`config.mk`:
```
export PLATFORM = sky130hd
export DESIGN_NAME = bay_state_machine
export DESIGN_NICKNAME = d
export VERILOG_FILES = /design/src/design/bay_pkg.sv /design/src/design/bay_state_machine.sv /design/src/design/debounce_timer.sv /design/src/design/sync_2ff.sv
export SDC_FILE = /design/constraint.sdc
export NUM_CORES = 1
export LEC_CHECK = 0
export ABC_AREA = 0
export BUFFER_PORTS_ARGS = -buffer_cell sky130_fd_sc_hd__buf_4
export CORE_MARGIN = 1.5
export CORE_UTILIZATION = 52
export CTS_CLUSTER_DIAMETER = 150
export CTS_CLUSTER_SIZE = 10
export DETAILED_ROUTE_END_ITERATION = 12
export PLACE_DENSITY_LB_ADDON = 0.05
export SLEW_MARGIN = 20
export SYNTH_ARGS = -nofsm -noshare
export SYNTH_HDL_FRONTEND = slang
export SYNTH_SLANG_ARGS = --single-unit
```
`constraint.sdc`:
```
create_clock -name clk_i -period 4.1 [get_ports clk_i]
set_clock_uncertainty 0.05 [all_clocks]
set_input_delay 0.205 -clock clk_i [delete_from_list [all_inputs] [get_ports clk_i]]
set_output_delay 0.205 -clock clk_i [all_outputs]
set_load 0.03 [all_outputs]
```
`src/design/bay_pkg.sv`:
```
// Shared constants for the bay hot-plug state machine and its APB registers
// ==========================================================================
package bay_pkg;

	// ======================================================================
	// Register byte offsets
	localparam logic [7:0] STATUS_OFF    = 8'h00;
	localparam logic [7:0] CONTROL_OFF   = 8'h04;
	localparam logic [7:0] IRQ_STS_OFF   = 8'h08;
	localparam logic [7:0] IRQ_MASK_OFF  = 8'h0c;
	localparam logic [7:0] STATE_OFF     = 8'h10;

	// ======================================================================
	// Field positions
	localparam int STS_SER_BIT    = 0;
	localparam int STS_FW_BIT     = 1;
	localparam int STS_DSC_BIT    = 2;
	localparam int STS_RRQ_BIT    = 3;
	localparam int CTL_DSC_EN_BIT = 2;
	localparam int CTL_RRQ_EN_BIT = 3;
	localparam int CTL_REQ_LSB    = 4;
	localparam int CTL_REQ_MSB    = 6;
	localparam int IRQ_DSC_BIT    = 0;
	localparam int IRQ_RRQ_BIT    = 1;
	localparam int IRQ_RMV_BIT    = 2;
	localparam int IRQ_W          = 3;

	// ======================================================================
	// State codes as seen by software
	localparam logic [2:0] CODE_EMPTY    = 3'h0;
	localparam logic [2:0] CODE_INSERTED = 3'h1;
	localparam logic [2:0] CODE_ENABLED  = 3'h2;
	localparam logic [2:0] CODE_REMREQ   = 3'h3;
	localparam logic [2:0] CODE_ALLOWED  = 3'h4;
	localparam logic [2:0] CODE_DEBOUNCE = 3'h5;

	// ======================================================================
	// Reset values and counts
	localparam logic [2:0]     CTL_REQ_RST    = 3'h0;
	localparam logic [IRQ_W-1:0] IRQ_RST      = 3'h0;
	localparam int             DEBOUNCE_CYCLES = 1000;

endpackage : bay_pkg

```
`src/design/bay_state_machine.sv`:
```
// Per-bay hot-plug state machine with APB registers and interrupt
`timescale 1ns/100ps

module bay_state_machine #(
	parameter int DEBOUNCE_CYCLES = bay_pkg::DEBOUNCE_CYCLES
) (
	input  wire logic        clk_i,
	input  wire logic        sys_rst_i,
	input  wire logic        psel_i,
	input  wire logic        penable_i,
	input  wire logic        pwrite_i,
	input  wire logic [7:0]  paddr_i,
	input  wire logic [31:0] pwdata_i,
	output logic      [31:0] prdata_o,
	output logic             pready_o,
	output logic             pslverr_o,
	input  wire logic        serial_device_present_i,
	input  wire logic        firewire_device_present_i,
	input  wire logic        remove_btn_i,
	output logic      [2:0]  bay_state_o,
	output logic             irq_o
);

	typedef enum logic [2:0] {
		ST_EMPTY, ST_DEBOUNCE, ST_INSERTED, ST_ENABLED, ST_REMREQ, ST_ALLOWED
	} bay_st_t;

	// ======================================================================
	// Code helpers
	function automatic logic [2:0] state_code(input bay_st_t s);
		case (s)
			ST_EMPTY:    state_code = bay_pkg::CODE_EMPTY;
			ST_DEBOUNCE: state_code = bay_pkg::CODE_DEBOUNCE;
			ST_INSERTED: state_code = bay_pkg::CODE_INSERTED;
			ST_ENABLED:  state_code = bay_pkg::CODE_ENABLED;
			ST_REMREQ:   state_code = bay_pkg::CODE_REMREQ;
			ST_ALLOWED:  state_code = bay_pkg::CODE_ALLOWED;
			default:     state_code = bay_pkg::CODE_EMPTY;
		endcase
	endfunction : state_code

	// Only codes 1..4 name a target; empty and debounce are never targets
	function automatic logic code_valid(input logic [2:0] c);
		code_valid = (c == bay_pkg::CODE_INSERTED) ||
		             (c == bay_pkg::CODE_ENABLED)  ||
		             (c == bay_pkg::CODE_REMREQ)   ||
		             (c == bay_pkg::CODE_ALLOWED);
	endfunction : code_valid

	function automatic bay_st_t code_state(input logic [2:0] c);
		case (c)
			bay_pkg::CODE_INSERTED: code_state = ST_INSERTED;
			bay_pkg::CODE_ENABLED:  code_state = ST_ENABLED;
			bay_pkg::CODE_REMREQ:   code_state = ST_REMREQ;
			bay_pkg::CODE_ALLOWED:  code_state = ST_ALLOWED;
			default:                code_state = ST_INSERTED;
		endcase
	endfunction : code_state

	// ======================================================================
	// Pin synchronisation and edge detection
	logic [2:0] pin_sync;
	logic       present_ff;
	logic       btn_ff;
	logic       present_now;
	logic       pres_rise;
	logic       pres_fall;
	logic       btn_rise;
	logic       tmr_done;

	sync_2ff #(.W(3)) u_sync (
		.clk_i     (clk_i),
		.sys_rst_i (sys_rst_i),
		.async_i   ({remove_btn_i, firewire_device_present_i, serial_device_present_i}),
		.sync_o    (pin_sync)
	);

	// Either presence bit counts as a device in the bay
	assign present_now = pin_sync[0] | pin_sync[1];
	assign pres_rise   = present_now & ~present_ff;
	assign pres_fall   = ~present_now & present_ff;
	assign btn_rise    = pin_sync[2] & ~btn_ff;

	// ======================================================================
	// APB slave: one wait state so that every output is registered
	logic        acc_done;
	logic        wr_en;
	logic        wr_sts;
	logic        wr_ctl;
	logic        wr_irqs;
	logic        wr_irqm;
	logic        sw_go;
	logic [2:0]  wr_code;
	logic        nxt_pready;
	logic        nxt_slverr;
	logic [31:0] nxt_prdata;

	assign acc_done = psel_i & penable_i & pready_o;
	assign wr_en    = acc_done & pwrite_i;
	assign wr_sts   = wr_en & (paddr_i == bay_pkg::STATUS_OFF);
	assign wr_ctl   = wr_en & (paddr_i == bay_pkg::CONTROL_OFF);
	assign wr_irqs  = wr_en & (paddr_i == bay_pkg::IRQ_STS_OFF);
	assign wr_irqm  = wr_en & (paddr_i == bay_pkg::IRQ_MASK_OFF);
	assign wr_code  = pwdata_i[bay_pkg::CTL_REQ_MSB:bay_pkg::CTL_REQ_LSB];
	// The write itself is the request; the stored field only reads back
	assign sw_go    = wr_ctl & present_now & code_valid(wr_code);

	// ======================================================================
	// Control and status registers
	bay_st_t          st_ff;
	bay_st_t          nxt_st;
	logic             dsc_en_ff;
	logic             rrq_en_ff;
	logic [2:0]       req_ff;
	logic             dsc_flag_ff;
	logic             rrq_flag_ff;
	logic [bay_pkg::IRQ_W-1:0] irq_sts_ff;
	logic [bay_pkg::IRQ_W-1:0] irq_mask_ff;
	logic             nxt_dsc_en;
	logic             nxt_rrq_en;
	logic [2:0]       nxt_req;
	logic             nxt_dsc_flag;
	logic             nxt_rrq_flag;
	logic [bay_pkg::IRQ_W-1:0] nxt_irq_sts;
	logic [bay_pkg::IRQ_W-1:0] nxt_irq_mask;
	logic [bay_pkg::IRQ_W-1:0] irq_ev;
	logic             dsc_set;

	// Read mux and bus answer
	always_comb begin
		nxt_pready = psel_i & penable_i & ~pready_o;
		nxt_slverr = 1'b0;
		nxt_prdata = 32'h0;
		case (paddr_i)
			bay_pkg::STATUS_OFF: begin
				nxt_prdata[bay_pkg::STS_SER_BIT] = pin_sync[0];
				nxt_prdata[bay_pkg::STS_FW_BIT]  = pin_sync[1];
				nxt_prdata[bay_pkg::STS_DSC_BIT] = dsc_flag_ff;
				nxt_prdata[bay_pkg::STS_RRQ_BIT] = rrq_flag_ff;
			end
			bay_pkg::CONTROL_OFF: begin
				nxt_prdata[bay_pkg::CTL_DSC_EN_BIT] = dsc_en_ff;
				nxt_prdata[bay_pkg::CTL_RRQ_EN_BIT] = rrq_en_ff;
				nxt_prdata[bay_pkg::CTL_REQ_MSB:bay_pkg::CTL_REQ_LSB] = req_ff;
			end
			bay_pkg::IRQ_STS_OFF:  nxt_prdata[bay_pkg::IRQ_W-1:0] = irq_sts_ff;
			bay_pkg::IRQ_MASK_OFF: nxt_prdata[bay_pkg::IRQ_W-1:0] = irq_mask_ff;
			bay_pkg::STATE_OFF:    nxt_prdata[2:0] = state_code(st_ff);
			default:               nxt_slverr = 1'b1;
		endcase
		if (!nxt_pready) begin
			nxt_prdata = 32'h0;
			nxt_slverr = 1'b0;
		end
	end

	// ======================================================================
	// Bay state machine: fall first, then software, then other hardware
	always_comb begin
		nxt_st  = st_ff;
		dsc_set = 1'b0;
		if (pres_fall)
			nxt_st = ST_EMPTY;
		else if (sw_go)
			nxt_st = code_state(wr_code);
		else begin
			case (st_ff)
				ST_EMPTY:
					if (pres_rise && dsc_en_ff)
						nxt_st = ST_DEBOUNCE;
				ST_DEBOUNCE:
					if (tmr_done && present_now && dsc_en_ff) begin
						nxt_st  = ST_INSERTED;
						dsc_set = 1'b1;
					end
				ST_INSERTED, ST_ENABLED:
					if (rrq_flag_ff && rrq_en_ff)
						nxt_st = ST_REMREQ;
				default: nxt_st = st_ff;
			endcase
		end
	end

	debounce_timer #(.CYCLES(DEBOUNCE_CYCLES)) u_tmr (
		.clk_i     (clk_i),
		.sys_rst_i (sys_rst_i),
		.run_i     (st_ff == ST_DEBOUNCE),
		.done_o    (tmr_done)
	);

	// Register next values; a set in the clearing cycle wins
	always_comb begin
		irq_ev = '0;
		irq_ev[bay_pkg::IRQ_DSC_BIT] = dsc_set;
		irq_ev[bay_pkg::IRQ_RRQ_BIT] = btn_rise;
		irq_ev[bay_pkg::IRQ_RMV_BIT] = pres_fall;
		nxt_dsc_en   = wr_ctl ? pwdata_i[bay_pkg::CTL_DSC_EN_BIT] : dsc_en_ff;
		nxt_rrq_en   = wr_ctl ? pwdata_i[bay_pkg::CTL_RRQ_EN_BIT] : rrq_en_ff;
		nxt_req      = wr_ctl ? wr_code : req_ff;
		nxt_dsc_flag = (dsc_flag_ff &
		               ~(wr_sts & pwdata_i[bay_pkg::STS_DSC_BIT])) | dsc_set;
		nxt_rrq_flag = (rrq_flag_ff &
		               ~(wr_sts & pwdata_i[bay_pkg::STS_RRQ_BIT])) | btn_rise;
		nxt_irq_sts  = (irq_sts_ff &
		               ~(wr_irqs ? pwdata_i[bay_pkg::IRQ_W-1:0] : '0)) | irq_ev;
		nxt_irq_mask = wr_irqm ? pwdata_i[bay_pkg::IRQ_W-1:0] : irq_mask_ff;
	end

	// Reset puts the bay empty with no flag even if a device sits there
	always_ff @(posedge clk_i) begin
		if (sys_rst_i) begin
			st_ff       <= ST_EMPTY;
			present_ff  <= 1'b0;
			btn_ff      <= 1'b0;
			dsc_en_ff   <= 1'b0;
			rrq_en_ff   <= 1'b0;
			req_ff      <= bay_pkg::CTL_REQ_RST;
			dsc_flag_ff <= 1'b0;
			rrq_flag_ff <= 1'b0;
			irq_sts_ff  <= bay_pkg::IRQ_RST;
			irq_mask_ff <= bay_pkg::IRQ_RST;
			prdata_o    <= 32'h0;
			pready_o    <= 1'b0;
			pslverr_o   <= 1'b0;
			bay_state_o <= bay_pkg::CODE_EMPTY;
			irq_o       <= 1'b0;
		end else begin
			st_ff       <= nxt_st;
			present_ff  <= present_now;
			btn_ff      <= pin_sync[2];
			dsc_en_ff   <= nxt_dsc_en;
			rrq_en_ff   <= nxt_rrq_en;
			req_ff      <= nxt_req;
			dsc_flag_ff <= nxt_dsc_flag;
			rrq_flag_ff <= nxt_rrq_flag;
			irq_sts_ff  <= nxt_irq_sts;
			irq_mask_ff <= nxt_irq_mask;
			prdata_o    <= nxt_prdata;
			pready_o    <= nxt_pready;
			pslverr_o   <= nxt_slverr;
			bay_state_o <= state_code(nxt_st);
			irq_o       <= |(nxt_irq_sts & nxt_irq_mask);
		end
	end
endmodule : bay_state_machine

```
`src/design/debounce_timer.sv`:
```
// Debounce timer that raises a level once it has run its full length
`timescale 1ns/100ps

module debounce_timer #(
	parameter int CYCLES = bay_pkg::DEBOUNCE_CYCLES
) (
	input  wire logic clk_i,
	input  wire logic sys_rst_i,
	input  wire logic run_i,
	output logic      done_o
);

	localparam int CW = $clog2(CYCLES + 1);
	localparam logic [CW-1:0] LAST = CW'(CYCLES);

	logic [CW-1:0] cnt_ff;
	logic [CW-1:0] nxt_cnt;

	// ======================================================================
	// Count while running, hold at the end, restart when stopped
	always_comb begin
		nxt_cnt = cnt_ff;
		if (!run_i)
			nxt_cnt = '0;
		else if (cnt_ff != LAST)
			nxt_cnt = cnt_ff + CW'(1);
	end

	assign done_o = (cnt_ff == LAST);

	always_ff @(posedge clk_i) begin
		if (sys_rst_i)
			cnt_ff <= '0;
		else
			cnt_ff <= nxt_cnt;
	end
endmodule : debounce_timer

```
`src/design/sync_2ff.sv`:
```
// Two flip-flop synchroniser for asynchronous pin levels
`timescale 1ns/100ps

module sync_2ff #(
	parameter int W = 1
) (
	input  wire logic         clk_i,
	input  wire logic         sys_rst_i,
	input  wire logic [W-1:0] async_i,
	output logic      [W-1:0] sync_o
);

	logic [W-1:0] meta_ff;
	logic [W-1:0] nxt_meta;
	logic [W-1:0] nxt_sync;

	// ======================================================================
	// Next values; first stage feeds only the second stage
	always_comb begin
		nxt_meta = async_i;
		nxt_sync = meta_ff;
	end

	// Registers
	always_ff @(posedge clk_i) begin
		if (sys_rst_i) begin
			meta_ff <= '0;
			sync_o  <= '0;
		end else begin
			meta_ff <= nxt_meta;
			sync_o  <= nxt_sync;
		end
	end

endmodule : sync_2ff

```
==> flow_summary.ini <==
[worst_setup_path]
slowest_delay_ps = 540
critical_path.cell_chain = inv_1 -> ha_1 -> nand3b_1 -> nor4_1 -> a311oi_1 -> o32ai_1 -> nor2_1 -> or4_1 -> nand3_1
rrSetupSlack_ps = 1550
start_kind = register
critPathTopFamily = simple AND/OR/NAND/NOR gates
r2r-start = u_tmr.cnt_ff[0]
reg2regPathDepth = 9
slowest_stage = nor4_1
end_kind = register
critical_path_required_ps = 4290
path_class = reg -> reg
arrival_ps = 2740
r2r_end = bay_state_o[0]
cp_num_buf_inv = 1
critical_path_peak_fanout = 3

[synthesis]
ys_types = 46
synth_top_family_by_area = simple AND/OR/NAND/NOR gates
netlist_area_um2 = 2251
synth-async-reset-ratio_pct = 0
synthTopCellsByArea = dfxtp_1, buf_4, nor2_1
synth-edff-count = 0
ys_top_cells_by_count = dfxtp_1, nor2_1, buf_4, nand2_1, a21oi_1
synth_top_area_cell = dfxtp_1
ys_seq_elements = 47
muxShareOfSynthArea_pct = 4.280
netlist_instances = 266
synth_xor_area_share_pct = 3.502
synth-simple-area-share_pct = 27.63
synthAdderAreaFrac_pct = 1.112
ys_warn_count = 0
ys.flop_type = dfxtp_1
ys_seq_area_share_pct = 41.80
synth_compound_area_share_pct = 10.84
avgSynthCellArea_um2 = 8.462
synth_top_area_share_pct = 41.80
yosysMostFrequentCell = dfxtp_1

[drt]
first_pass_iters = 4
post_drt_wl_per_cell_um = 12.23
routed_via_density = 5.183
first_iter_violations = 78
via_count = 1814
wirelength_um = 4282
drc = 0
ant_nets = 0

[die]
initial_core_util_pct = 55.08
die_w_um = 68.79
io_pins = 86
row_count = 23
core_area_um2 = 4086
dieArea_um2 = 4732
fp.dieH_um = 68.79

[pwr]
p_leak_nw = 1.015
ir_drop_mv = 0.3306
p_per_area_nw_per_um2 = 348.5

[timing]
tightest_slew_ps = 692.8
setup_violations = 0
max_freq_mhz = 392.5
slew_headroom_pct = 53.39
final.setup.tns_ps = 0
slew_viol_final = 0
rsz0062_at_grt = no
fin_crit_sh_pct = 62.15
setup_slack_ps = 1552
fin_crit_ps = 2548
hold_viol = 0

[placement]
dp_cells = 342
hpwl_um = 3088
io_buffer_count = 35
place_ws_ps = 1573
gp_congestion = 0.8256

[worst_hold_path]
hp-start = serial_device_present_i
min_to = u_sync.meta_ff[0]
hold_path_depth = 2
min_path_type = in -> reg

[global_route]
grt_pass1_wl_um = 7017
antenna_found_initial = 0
grt_pass1_vias = 1541
grt_start_max_net_pins = 30
overflow = 0
grtUsageTotal_pct = 20.15

[finish]
nNetsFinal = 349
drive_gt1_share_pct = 18.67
syn_to_final_growth_pct = 14.34
register_area_um2 = 940.9
stdcell_count = 350
multi_input_area_um2 = 1160
antenna_cells = 0
fillers = 359

[clock_network]
worstSkewPairLatency_ps = 310
cts_tree = built
h-tree-depth = 2
cts_resized = 0
cts_inserted_buffers = 5
post_cts_buffers = 0
ctsHoldBuffers = 0
cts_sinks = 47
clk_path_buf_depth = 2
root_buffer = clkbuf_8
clk_pin_slew_ps = 90

[run_status]
outcome = finished, final reports clean

[run]
cap_viol_max_count = 0
## routing by layer
metal  global-route usage, %  part of all wire, %  up-vias
met1                   26.92                   47      820
met4                   10.29                  2.1        0
li1                        -                    -      927
met2                   30.89                   45       59
met3                   3.896                  5.2        8
met5                       0                    0        -
## flip-flops by register name (all words and copies together) (netlist names)
signal / count
bay_state_o: 3
btn_ff: 1
dsc_en_ff: 1
dsc_flag_ff: 1
irq_mask_ff: 3
irq_o: 1
irq_sts_ff: 3
prdata_o: 7
pready_o: 1
present_ff: 1
pslverr_o: 1
req_ff: 3
rrq_en_ff: 1
rrq_flag_ff: 1
st_ff: 3
u_sync.meta_ff: 3
u_sync.sync_o: 3
u_tmr.cnt_ff: 10
## worst max path at each step
stage / slack [ps] / cells after the start / start / to
finish: 1550 / 9 / u_tmr.cnt_ff[0] / bay_state_o[0]
global route: 1340 / 9 / u_tmr.cnt_ff[0] / bay_state_o[0]
CTS: 1530 / 9 / u_tmr.cnt_ff[0] / bay_state_o[0]
detailed placement: 1570 / 9 / u_tmr.cnt_ff[0] / bay_state_o[0]
global placement: 1620 / 9 / u_tmr.cnt_ff[0] / bay_state_o[0]
floorplan: 1810 / 9 / u_tmr.cnt_ff[0] / bay_state_o[0]
## per-stage QoR
step / power [W] / area (um^2) / hold WS (ps) / utilization (%)
floorplan: 0.0005498 / 2341 / 250.4 / -
global placement: 0.0005565 / 2456 / 369.9 / 60.10
detailed placement: 0.0005568 / 2456 / 373.4 / 60.10
CTS: 0.0009031 / 2574 / 60.24 / 62.98
global route: 0.0009259 / 2574 / 60.52 / 62.98
finish: 0.0008970 / 2574 / 64.19 / 62.98
## report_power, final
part / switching [W] / internal, W
sequential: 0.00000301 / 0.000462
clock: 0.000153 / 0.000197
combinational: 0.0000568 / 0.0000247
total: 0.000213 / 0.000684
## cells by family (layout without fill, tap and decap cells)
| kind of cell | Yosys count | count (layout) |
|---|---|---|
| adders and majority gates | 2 | 2 |
| muxes | 8 | 8 |
| AOI/OAI and AO/OA | 40 | 40 |
| DFF | 47 | 47 |
| other | 1 | 25 |
| and+or+nand+nor | 120 | 120 |
| xor gates and xnor gates | 9 | 9 |
| buffers and inverters | 39 | 49 |
## worst reg2reg max path, cell delays in order (launching register included)
cell and delay (ps):
dfxtp_1 330, inv_1 90, ha_1 150, nand3b_1 80, nor4_1 540, a311oi_1 260
o32ai_1 360, nor2_1 120, or4_1 410, nand3_1 90
## cell usage in the layout, fill, tap and decap left out, types with 2 or more instances in the layout
| cell | netlist | final |
|---|---|---|
| a21oi_1 | 18 | 18 |
| a22oi_1 | 2 | 2 |
| a31oi_1 | 2 | 2 |
| and2_1 | 5 | 5 |
| and3_1 | 2 | 2 |
| buf_4 | 25 | 37 |
| clkbuf_8 | 0 | 6 |
| conb_1 | 1 | 25 |
| dfxtp_1 | 47 | 47 |
| ha_1 | 2 | 2 |
| inv_1 | 4 | 4 |
| mux2_2 | 3 | 3 |
| mux2i_1 | 4 | 4 |
| nand2_1 | 23 | 23 |
| nand3_1 | 16 | 16 |
| nand4_1 | 4 | 4 |
| nand4b_1 | 5 | 5 |
| nor2_1 | 31 | 31 |
| nor2b_1 | 10 | 10 |
| nor3_1 | 7 | 7 |
| nor4_1 | 2 | 2 |
| o21ai_0 | 6 | 6 |
| o21ai_1 | 3 | 3 |
| or2_1 | 2 | 2 |
| or2_2 | 2 | 2 |
| or3_1 | 3 | 3 |
| xnor2_1 | 5 | 5 |
| xor2_1 | 4 | 4 |
## final cells by class
type | instances | area share [%]
Clock buffer | 6 | 3.209
Clock inverter | 2 | 1.361
Inverter | 4 | 0.5834
Multi-Input combinational cell | 204 | 45.07
Sequential cell | 47 | 36.56
Tap cell | 50 | 2.431
Timing Repair Buffer | 37 | 10.79
Note: power is estimated with default switching activity, not from simulation.
